==> src/rtl/pwm_unit_regs.vh <==
// register map, field positions and reset values of the timer pwm unit
// assumes a 32-bit axi4-lite slave with word-aligned byte addresses
`ifndef PWM_UNIT_REGS_VH
`define PWM_UNIT_REGS_VH

`define CLKSEL_OFFSET   12'h290
`define DUTY_HI_OFFSET  12'h000
`define DUTY_LO_OFFSET  12'h004
`define PERIOD_OFFSET   12'h008
`define PRESCALE_OFFSET 12'h00c
`define CONTROL_OFFSET  12'h010
`define STATUS_OFFSET   12'h014

`define CLKSEL_MSB      3
`define DUTY_LO_MSB     7
`define DUTY_LO_LSB     6
`define PRESCALE_MSB    1
`define POSTSCALE_MSB   5
`define POSTSCALE_LSB   2

`define PERIOD_RESET    8'hff
`define PRESCALE_1TO1   2'h0
`define RESP_OKAY       2'h0
`define RESP_SLVERR     2'h2

`endif

==> src/rtl/timer_based_pwm_unit.v <==
// timer driven 10-bit pwm with axi4-lite register access
// assumes ext_clk_in pins are asynchronous to aclk; one clock domain
// Function
// RULE1 - period start clears timer, output goes active
// RULE2 - zero duty keeps output inactive whole period
// RULE3 - duty registers buffered at each period start
// RULE4 - duty writes anytime, running period undisturbed
// RULE5 - duty is high byte plus low bits 7:6
// RULE6 - time base is timer plus two low bits
// RULE7 - prescale 1:1 counts low bits on system clock; code counts them on each tick of the selected source
// RULE8 - pulse width equals duty times tick period
// RULE9 - postscaler never affects output or period
// RULE10 - resolution depends on period value
// RULE11 - width beyond period leaves pin unchanged
// RULE12 - four-bit field selects timer clock source
// RULE13 - output inactive once time base reaches duty
// RULE14 - new period when timer equals period value
`include "pwm_unit_regs.vh"

module timer_based_pwm_unit #(
    parameter EXT_CLKS = 4
) (
    // clock and reset
    input  wire                aclk,
    input  wire                aresetn,
    // axi4-lite write
    input  wire [11:0]         s_axi_awaddr,
    input  wire                s_axi_awvalid,
    output wire                s_axi_awready,
    input  wire [31:0]         s_axi_wdata,
    input  wire [3:0]          s_axi_wstrb,
    input  wire                s_axi_wvalid,
    output wire                s_axi_wready,
    output reg  [1:0]          s_axi_bresp,
    output reg                 s_axi_bvalid,
    input  wire                s_axi_bready,
    // axi4-lite read
    input  wire [11:0]         s_axi_araddr,
    input  wire                s_axi_arvalid,
    output wire                s_axi_arready,
    output reg  [31:0]         s_axi_rdata,
    output reg  [1:0]          s_axi_rresp,
    output reg                 s_axi_rvalid,
    input  wire                s_axi_rready,
    // timer clock inputs and pwm pin
    input  wire [EXT_CLKS-1:0] ext_clk_in,
    output reg                 pwm_out
);

    ////////////////////////////////////////////////////////////////////////
    // registers

    reg  [3:0]          clksel_q;
    reg  [7:0]          duty_hi_q;
    reg  [7:0]          duty_lo_q;
    reg  [7:0]          period_q;
    reg  [7:0]          prescale_q;
    reg                 enable_q;
    reg  [11:0]         awaddr_q;
    reg  [31:0]         wdata_q;
    reg  [3:0]          wstrb_q;
    reg                 aw_full_q;
    reg                 w_full_q;
    reg  [EXT_CLKS-1:0] sync1_q;
    reg  [EXT_CLKS-1:0] sync2_q;
    reg  [EXT_CLKS-1:0] sync3_q;
    reg  [EXT_CLKS-1:0] stable_q;
    reg  [EXT_CLKS-1:0] stable_prev_q;
    reg  [7:0]          tmr_q;
    reg  [1:0]          low_q;
    reg  [7:0]          pre_cnt_q;
    reg  [9:0]          duty_buf_q;
    reg                 width_bad_q;
    reg                 period_start_q;

    assign s_axi_awready = !aw_full_q && !s_axi_bvalid;
    assign s_axi_wready  = !w_full_q && !s_axi_bvalid;
    assign s_axi_arready = !s_axi_rvalid;

    function [7:0] merge_byte;
        input [7:0] old_val;
        input [7:0] new_val;
        input       lane_en;
        begin
            merge_byte = lane_en ? new_val : old_val;
        end
    endfunction

    function known_addr;
        input [11:0] a;
        begin
            if (a == `CLKSEL_OFFSET) begin
                known_addr = 1'b1;
            end else if (a == `DUTY_HI_OFFSET || a == `DUTY_LO_OFFSET) begin
                known_addr = 1'b1;
            end else if (a == `PERIOD_OFFSET || a == `PRESCALE_OFFSET) begin
                known_addr = 1'b1;
            end else if (a == `CONTROL_OFFSET || a == `STATUS_OFFSET) begin
                known_addr = 1'b1;
            end else begin
                known_addr = 1'b0;
            end
        end
    endfunction

    ////////////////////////////////////////////////////////////////////////
    // write channel: address and data taken in either order

    wire       aw_have = aw_full_q || (s_axi_awvalid && s_axi_awready);
    wire       w_have  = w_full_q || (s_axi_wvalid && s_axi_wready);
    wire [11:0] wa     = aw_full_q ? awaddr_q : s_axi_awaddr;
    wire [31:0] wd     = w_full_q ? wdata_q : s_axi_wdata;
    wire [3:0]  ws     = w_full_q ? wstrb_q : s_axi_wstrb;
    wire        do_wr  = aw_have && w_have && !s_axi_bvalid;

    always @(posedge aclk) begin
        if (!aresetn) begin
            aw_full_q    <= 1'b0;
            w_full_q     <= 1'b0;
            awaddr_q     <= 12'h000;
            wdata_q      <= 32'h00000000;
            wstrb_q      <= 4'h0;
            s_axi_bvalid <= 1'b0;
            s_axi_bresp  <= `RESP_OKAY;
            clksel_q     <= 4'h0;
            duty_hi_q    <= 8'h00;
            duty_lo_q    <= 8'h00;
            period_q     <= `PERIOD_RESET;
            prescale_q   <= 8'h00;
            enable_q     <= 1'b0;
        end else begin
            if (s_axi_bvalid && s_axi_bready) begin
                s_axi_bvalid <= 1'b0;
            end
            if (do_wr) begin
                aw_full_q    <= 1'b0;
                w_full_q     <= 1'b0;
                s_axi_bvalid <= 1'b1;
                s_axi_bresp  <= known_addr(wa) ? `RESP_OKAY : `RESP_SLVERR;
                // duty writes land in the shadow only [RULE4]
                if (wa == `CLKSEL_OFFSET) begin
                    if (ws[0]) clksel_q <= wd[`CLKSEL_MSB:0]; // [RULE12]
                end else if (wa == `DUTY_HI_OFFSET) begin
                    duty_hi_q <= merge_byte(duty_hi_q, wd[7:0], ws[0]);
                end else if (wa == `DUTY_LO_OFFSET) begin
                    duty_lo_q <= merge_byte(duty_lo_q, wd[7:0], ws[0]);
                end else if (wa == `PERIOD_OFFSET) begin
                    period_q <= merge_byte(period_q, wd[7:0], ws[0]);
                end else if (wa == `PRESCALE_OFFSET) begin
                    // postscale bits stored for software only [RULE9]
                    prescale_q <= merge_byte(prescale_q, wd[7:0], ws[0]);
                end else if (wa == `CONTROL_OFFSET) begin
                    if (ws[0]) enable_q <= wd[0];
                end
            end else begin
                if (s_axi_awvalid && s_axi_awready) begin
                    aw_full_q <= 1'b1;
                    awaddr_q  <= s_axi_awaddr;
                end
                if (s_axi_wvalid && s_axi_wready) begin
                    w_full_q <= 1'b1;
                    wdata_q  <= s_axi_wdata;
                    wstrb_q  <= s_axi_wstrb;
                end
            end
        end
    end

    ////////////////////////////////////////////////////////////////////////
    // read channel

    always @(posedge aclk) begin
        if (!aresetn) begin
            s_axi_rvalid <= 1'b0;
            s_axi_rdata  <= 32'h00000000;
            s_axi_rresp  <= `RESP_OKAY;
        end else if (s_axi_rvalid) begin
            if (s_axi_rready) s_axi_rvalid <= 1'b0;
        end else if (s_axi_arvalid) begin
            s_axi_rvalid <= 1'b1;
            s_axi_rresp  <= `RESP_OKAY;
            if (s_axi_araddr == `CLKSEL_OFFSET) begin
                s_axi_rdata <= {28'h0000000, clksel_q};
            end else if (s_axi_araddr == `DUTY_HI_OFFSET) begin
                s_axi_rdata <= {24'h000000, duty_hi_q};
            end else if (s_axi_araddr == `DUTY_LO_OFFSET) begin
                s_axi_rdata <= {24'h000000, duty_lo_q};
            end else if (s_axi_araddr == `PERIOD_OFFSET) begin
                s_axi_rdata <= {24'h000000, period_q};
            end else if (s_axi_araddr == `PRESCALE_OFFSET) begin
                s_axi_rdata <= {24'h000000, prescale_q};
            end else if (s_axi_araddr == `CONTROL_OFFSET) begin
                s_axi_rdata <= {31'h00000000, enable_q};
            end else if (s_axi_araddr == `STATUS_OFFSET) begin
                s_axi_rdata <= {12'h000, width_bad_q, pwm_out, duty_buf_q, tmr_q};
            end else begin
                s_axi_rdata <= 32'h00000000;
                s_axi_rresp <= `RESP_SLVERR;
            end
        end
    end

    ////////////////////////////////////////////////////////////////////////
    // clock source selection; code 0 is the system clock

    always @(posedge aclk) begin
        if (!aresetn) begin
            sync1_q       <= {EXT_CLKS{1'b0}};
            sync2_q       <= {EXT_CLKS{1'b0}};
            sync3_q       <= {EXT_CLKS{1'b0}};
            stable_q      <= {EXT_CLKS{1'b0}};
            stable_prev_q <= {EXT_CLKS{1'b0}};
        end else begin
            sync1_q       <= ext_clk_in;
            sync2_q       <= sync1_q;
            sync3_q       <= sync2_q;
            // a level counts once stages two and three agree
            stable_q      <= (sync2_q & sync3_q) | (stable_q & (sync2_q | sync3_q));
            stable_prev_q <= stable_q;
        end
    end

    wire [EXT_CLKS-1:0] ext_rise = stable_q & ~stable_prev_q;
    wire [3:0]          ext_idx  = clksel_q - 4'h1;
    // codes past the last input stop the timer
    wire src_tick = (clksel_q == 4'h0) ? 1'b1 :            // [RULE12]
                    (ext_idx < EXT_CLKS) ? ext_rise[ext_idx[1:0]] : 1'b0;

    ////////////////////////////////////////////////////////////////////////
    // time base: prescaled ticks step two low bits under the timer

    // shift amount kept three bits wide so ratio 1:64 does not fold back
    wire [7:0] pre_ratio = (8'h01 << {prescale_q[`PRESCALE_MSB:0], 1'b0}) - 8'h01;
    wire is_1to1   = prescale_q[`PRESCALE_MSB:0] == `PRESCALE_1TO1;
    // 1:1 bypasses the divider so every tick of the selected source counts [RULE7]
    wire base_tick = src_tick && (is_1to1 || pre_cnt_q == pre_ratio);
    wire last_q4   = (low_q == 2'h3) && (tmr_q == period_q);       // [RULE14]
    wire wrap      = base_tick && last_q4;
    wire [9:0] base_next = {tmr_q, low_q};                         // [RULE6]

    always @(posedge aclk) begin
        if (!aresetn) begin
            tmr_q          <= 8'h00;
            low_q          <= 2'h0;
            pre_cnt_q      <= 8'h00;
            duty_buf_q     <= 10'h000;
            width_bad_q    <= 1'b0;
            period_start_q <= 1'b0;
        end else begin
            period_start_q <= enable_q && wrap;
            if (!enable_q) begin
                tmr_q     <= 8'h00;
                low_q     <= 2'h0;
                pre_cnt_q <= 8'h00;
            end else if (src_tick) begin
                pre_cnt_q <= (is_1to1 || pre_cnt_q == pre_ratio) ? 8'h00 : pre_cnt_q + 8'h01;
                if (base_tick) begin
                    low_q <= low_q + 2'h1;
                    if (wrap) begin
                        tmr_q <= 8'h00;                              // [RULE1]
                    end else if (low_q == 2'h3) begin
                        tmr_q <= tmr_q + 8'h01;
                    end
                end
            end
            if (!enable_q || wrap) begin
                // latch the shadow pair for the next period [RULE3] [RULE5]
                duty_buf_q  <= {duty_hi_q, duty_lo_q[`DUTY_LO_MSB:`DUTY_LO_LSB]};
                // width above 4*(period+1) ticks cannot be produced [RULE10]
                // eleven bits: 4*(255+1) does not fit the time base width
                width_bad_q <= {1'b0, duty_hi_q, duty_lo_q[`DUTY_LO_MSB:`DUTY_LO_LSB]} >
                               ({1'b0, period_q, 2'h3} + 11'h001);
            end
        end
    end

    ////////////////////////////////////////////////////////////////////////
    // output: high for duty ticks of the time base [RULE8]

    always @(posedge aclk) begin
        if (!aresetn) begin
            pwm_out <= 1'b0;
        end else if (!enable_q) begin
            pwm_out <= 1'b0;
        end else if (width_bad_q) begin
            pwm_out <= pwm_out;                                      // [RULE11]
        end else if (base_next >= duty_buf_q) begin
            pwm_out <= 1'b0;                                 // [RULE13] [RULE2]
        end else begin
            pwm_out <= 1'b1;                                         // [RULE1]
        end
    end

endmodule

==> config.mk <==
export PLATFORM = sky130hd
export DESIGN_NAME = timer_based_pwm_unit
export DESIGN_NICKNAME = d
export VERILOG_FILES = /design/src/rtl/timer_based_pwm_unit.v
export VERILOG_INCLUDE_DIRS = /design/src /design/src/rtl
export SDC_FILE = /design/constraint.sdc
export NUM_CORES = 1
export LEC_CHECK = 0
export BUFFER_PORTS_ARGS = -buffer_cell sky130_fd_sc_hd__buf_2
export CAP_MARGIN = 30
export CORE_ASPECT_RATIO = 0.5
export CORE_MARGIN = 2
export CORE_UTILIZATION = 35
export DETAILED_ROUTE_END_ITERATION = 12
export PLACE_DENSITY = 0.6
export SKIP_CTS_REPAIR_TIMING = 1
export SYNTH_ARGS = -nofsm -noshare
export SYNTH_HDL_FRONTEND = slang
export SYNTH_SLANG_ARGS = --single-unit
==> constraint.sdc <==
create_clock -name aclk -period 3 [get_ports aclk]
set_clock_uncertainty 0.1 [all_clocks]
set_input_delay 0.3 -clock aclk [delete_from_list [all_inputs] [get_ports aclk]]
set_output_delay 0.3 -clock aclk [all_outputs]
set_load 0.05 [all_outputs]
# Word-level counts from Yosys, hierarchy flattened
# Cells that the tools add are included.
totals:
  mem_bits_ro: 0
  elab_cells: 145
  latchBits: 0
  ramBits: 0
  n_memories: 0
  ff_bits: 148
op_classes:
  n_mul: 0
  add_sub_neg: 6
  n_lt_le_gt_ge: 4
  n_reduce_logical: 41
  muxes: 37
  shift: 1
  n_bitwise: 14
  eq_ne: 15
  div: 0
op_table:
  columns: ["op", "n"]
  rows:
  - ["$mux W20", 7]
  - ["$eq A12 B4 Y1 const B", 4]
  - ["$eq A12 B5 Y1 const B", 4]
  - ["$mux W8", 4]
  - ["$eq A12 B10 Y1 const B", 2]
  - ["$eq A12 B3 Y1 const B", 2]
  - ["$logic_not A12 Y1", 2]
  - ["$add A8 B1 Y8 const B", 2]
  - ["$eq A8 B8 Y1", 2]
  - ["$mux W1", 16]
  - ["$mux W2", 8]
  - ["$and A4 B4 Y4", 3]
  - ["$mux W12", 1]
  - ["$add A10 B1 Y11 const B", 1]
  - ["$gt A10 B11 Y1", 1]
  - ["$ge A10 B10 Y1", 1]
  - ["$logic_and A1 B1 Y1", 10]
  - ["$reduce_and A2 Y1", 5]
  - ["$not A1 Y1", 8]
  - ["$or A4 B4 Y4", 2]
  - ["$reduce_and A8 Y1", 1]
  - ["$shl A1 B3 Y8 const A", 1]
  - ["$sub A8 B1 Y8 const B", 1]
  - ["$logic_or A1 B1 Y1", 7]
  - ["17 further kinds", 23]

# Longest topological paths before layout
depth:
  ltp_word: 10
  mapped_depth: 10
  depth_no_buf: 9

# Least setup slack after synthesis
# No wires, ideal clock.
synth_path:
  kind: "reg-to-reg"
  startpoint: "register clksel_q[0]"
  endpoint: "register duty_buf_q[4]"
  stages_incl_launch_ff: 10
  setup_ps: 119
  setup_slack_ps: 742
  t_arrival_ps: 2039
  required_time_ps: 2781
  path_buffers: 1
  path_cell_list: "dfxtp_1 inv_2 ha_1 and3b_1 o211a_1 a211oi_4 o31ai_2 buf_2 nand3_1 o21ai_1"
synth_via:
  elab_chain_len: 8
  elab_cells_between_ends: 10
  cone_classes: "add/sub: 1; order compare: 1; mux: 4; reduce/logical: 4"
synth_rtl:
  columns: ["item", "line_no", "rtl"]
  rows:
  - ["start, declared", "timer_based_pwm_unit.v:53", "reg [3:0] clksel_q;"]
  - ["start signal, assigned", "timer_based_pwm_unit.v:142", "if (ws[0]) clksel_q <= wd[`CLKSEL_MSB:0];"]
  - ["parallel branches: the longest is 4 deep, another holds $sub A4 B1 Y4", null, null]
  - ["$mux W1 (*)", "timer_based_pwm_unit.v:226", "wire src_tick = (clksel_q == 4'h0) ? 1'b1 :"]
  - ["$logic_and A1 B1 Y1 (*)", "timer_based_pwm_unit.v:236", "wire base_tick = src_tick && (is_1to1 || pre_cnt_q == pre_ratio);"]
  - ["$logic_and A1 B1 Y1 (*)", "timer_based_pwm_unit.v:238", "wire wrap = base_tick && last_q4;"]
  - ["$logic_or A1 B1 Y1 (*)", "timer_based_pwm_unit.v:266", "if (!enable_q || wrap) begin"]
  - ["end signal, assigned", "timer_based_pwm_unit.v:268", "duty_buf_q <= {duty_hi_q, duty_lo_q[`DUTY_LO_MSB:`DUTY_LO_LSB]};"]
  - ["end, declared", "timer_based_pwm_unit.v:72", "reg [9:0] duty_buf_q;"]
# Every way passes the cells marked *. The select of a mux whose other input is x is not followed.
# A chain may end at the register's enable or synchronous reset.

# Worst setup path after layout
layout_path:
  startpoint: "register aw_full_q"
  endpoint: "register duty_lo_q[6]"
layout_via:
  elab_chain_len: 7
  elab_cells_between_ends: 13
  cone_classes: "eq/ne: 2; mux: 1; bitwise: 2; reduce/logical: 8"
layout_rtl:
  columns: ["item", "line_no", "rtl"]
  rows:
  - ["start, declared", "timer_based_pwm_unit.v:62", "reg aw_full_q;"]
  - ["start signal, assigned", "timer_based_pwm_unit.v:118", "aw_full_q <= 1'b0;"]
  - ["start signal, assigned", "timer_based_pwm_unit.v:136", "aw_full_q <= 1'b0;"]
  - ["start signal, assigned", "timer_based_pwm_unit.v:157", "aw_full_q <= 1'b1;"]
  - ["parallel branches: the longest is 6 deep, another holds $mux W12", null, null]
  - ["$reduce_and A5 Y1 (no line) (*)", null, null]
  - ["end signal, assigned", "timer_based_pwm_unit.v:146", "duty_lo_q <= merge_byte(duty_lo_q, wd[7:0], ws[0]);"]
  - ["end, declared", "timer_based_pwm_unit.v:55", "reg [7:0] duty_lo_q;"]
# Every way passes the cells marked *.

==> results.py <==
metrics = {
    "setup_path": {
        "critical-path-top-delay-family": "simple AND/OR/NAND/NOR gates",
        "slowest_delay_ns": 0.60,
        "critPathLaunch": "aw_full_q",
        "r2r.worst_path.cells": 6,
        "r2r-start": "aw_full_q",
        "crit_required_ns": 3.24,
        "path_buf_inv": 0,
        "regToRegEndpoint": "duty_lo_q[6]",
        "cp-start-kind": "flop",
        "end_kind": "flop",
        "worstPathArrival_ns": 2.77,
        "critPathMaxFanout": 11,
        "path_cells": "nor4b_1, a22oi_1, nor2_1, nand4_1, nor3_4, mux2i_1",
        "worstSetupPathDepth": 6,
        "r2r_slack_ns": 0.47,
        "worstSetupPathType": "flop to flop",
        "slowest_stage": "nor3_4",
        "crit_end": "duty_lo_q[6]",
    },
    "cells_and_area": {
        "area_growth_pct": 19.2,
        "n_antenna_cell": 0,
        "most-common-layout-cells": "dfxtp_1, nand2_1, mux2i_1, buf_2, nor2b_1",
        "reg_top3": "s_axi_rdata x20, awaddr_q x12, duty_buf_q x10",
        "fin_nets": 907,
        "layout_commonest_cell": "dfxtp_1",
        "final_cells": 1085,
        "drive_gt1_frac": 0.180,
        "largest_register_ffs": 20,
        "regMostFlops": "s_axi_rdata",
    },
    "grt": {
        "met3_usage": 0.0392,
        "grt_pass1_vias": 5191,
        "grt_pass1_wl_mm": 28.1,
        "grt_max_degree": 95,
        "overflow": 0,
        "use_met1": 0.256,
        "antenna_found_initial": 0,
        "grt-busiest-layer": "met2",
        "use_met2": 0.265,
        "grt_usage": 0.176,
    },
    "logic_synthesis": {
        "dominantRegCellSynth": "dfxtp_1",
        "synth_xor_area_frac": 0.0350,
        "synthArstFlopShare": 0,
        "yosys_warnings": 0,
        "synth.avg_cell_area_um2": 9.13,
        "synthMuxAreaShare": 0.127,
        "synth-seq-area-share": 0.398,
        "synth_cell_types": 69,
        "synth_edf_count": 0,
        "synthCells": 739,
        "netlist_area_um2": 6750,
        "synth_compound_area_frac": 0.118,
        "yosys.area_share.simple": 0.227,
        "ys_ff_latch": 134,
        "synth_top_family_by_area": "simple AND/OR/NAND/NOR gates",
        "synthAdderAreaFrac": 0.0426,
    },
    "clock_tree": {
        "clock_sinks": 134,
        "cts_buffers": 17,
        "clock_path_buffers": 2,
        "cts_tree": "yes",
        "htreeDepth": 4,
        "insertion_delay_ns": 0.42,
        "clock-root-buffer": "clkbuf_16",
        "path_clk_slew_ns": 0.06,
    },
    "floorplanning": {
        "num_rows": 35,
        "initial_core_util": 0.362,
        "die-area_um2": 20500,
        "fp.dieW_um": 200,
        "pin_count": 113,
        "die_height_um": 102,
        "core_um2": 18700,
    },
    "sta": {
        "relSlewSlack": 0.485,
        "setup-tns-final_ns": 0,
        "period_share": 0.844,
        "fin_crit_ns": 2.53,
        "rsz0062_at_grt": "no",
        "worst_pin_slew_ns": 0.770,
        "setup_viol": 0,
        "maxSlewViolCount": 0,
        "hold_viol": 1,
        "hold_slack_ns": -0.00858,
        "fmax_mhz": 395,
    },
    "power_and_ir_drop": {
        "p_leak_nw": 3.18,
        "ir_drop_v": 0.000304,
        "total_power_mw": 4.46,
        "power.density_nw_per_um2": 554,
    },
    "outcome": {
        "status": "finished with violations",
        "violations": "negative hold slack",
    },
    "route": {
        "vias": 5401,
        "wl_per_cell_um": 15.9,
        "ant_nets": 0,
        "first_pass_iters": 5,
        "wirelength_mm": 17.2,
        "drc": 0,
        "via_per_inst": 4.98,
        "drt_iter0_markers": 317,
    },
    "placed_design": {
        "dp_cells": 1050,
        "port_buffers": 71,
        "place.gp.congestion": 0.854,
        "hpwl_mm": 12.5,
    },
    "hold_path": {
        "worstHoldPathType": "input pin to flop",
    },
    "flow_run": {
        "maxCapViolCount": 0,
    },
}
-- cell usage after synthesis (11+ instances only) --
library cell    n  share of area
nor2b_1        52          0.048
and2_1         17          0.016
a22oi_1        13          0.014
mux2_2         11          0.018
nor2_1         47          0.026
nand3_1        21          0.016
mux2i_1        71           0.11
inv_1          23          0.013
clkbuf_1       30          0.017
a21oi_1        24          0.018
buf_4          15          0.017
nor3_1         14          0.010
xnor2_1        22          0.029
nand2_1        72          0.040
o21ai_0        15          0.011
dfxtp_1       134           0.40
ha_1           23          0.043
-- worst min-delay path by stage --
stage / from / slack (ns) / cells after the start / end
floorplan: sync1_q[0] / 0.31 / 1 / sync2_q[0]
global placement: sync1_q[1] / 0.31 / 1 / sync2_q[1]
detailed placement: sync1_q[0] / 0.32 / 1 / sync2_q[0]
CTS: ext_clk_in[1] / -0.02 / 2 / sync1_q[1]
global route: ext_clk_in[2] / 0.003 / 2 / sync1_q[2]
finish: ext_clk_in[2] / -0.009 / 2 / sync1_q[2]
-- per-layer routing --
metal	wire length, um	share of wire	vias up
met4	154	0.0089	0
met1	9230	0.54	2573
met2	7110	0.41	110
li1	-	-	2702
met5	0	0	-
met3	753	0.044	16
-- stage by stage --
stage | area (um^2) | utilization | setup slack [ns]
4_1_cts | 8010 | 0.430 | 0.461
6_report | 8040 | 0.431 | 0.468
3_3_place_gp | 7370 | 0.395 | 0.573
2_1_floorplan | 6800 | - | 0.742
5_1_grt | 8040 | 0.431 | 0.223
3_5_place_dp | 7370 | 0.395 | 0.477
-- layout make-up --
cell class	count	area, um^2
Tap cell	259	324
Clock inverter	12	174
Clock buffer	20	467
Timing Repair Buffer	93	543
Inverter	24	90.1
Fill cell	1853	10600
Sequential cell	134	2680
Multi-Input combinational cell	543	3760
-- power by group --
part	total, mW	switching [mW]	internal, mW	leakage (nW)
registers	1.83	0.0224	1.81	1.08
logic	0.364	0.238	0.126	1.79
clock network	2.26	0.805	1.46	0.304
total	4.46	1.07	3.39	3.18
-- cell families (layout without fill, tap and decap cells) --
family	Yosys count	in the layout
simple gates	282	282
flops	134	134
compound gates	114	114
mux	83	83
buf+inv	75	149
xor+xnor	27	27
fa+ha+maj	23	23
other cells	1	14
(Power assumes the default switching activity.)
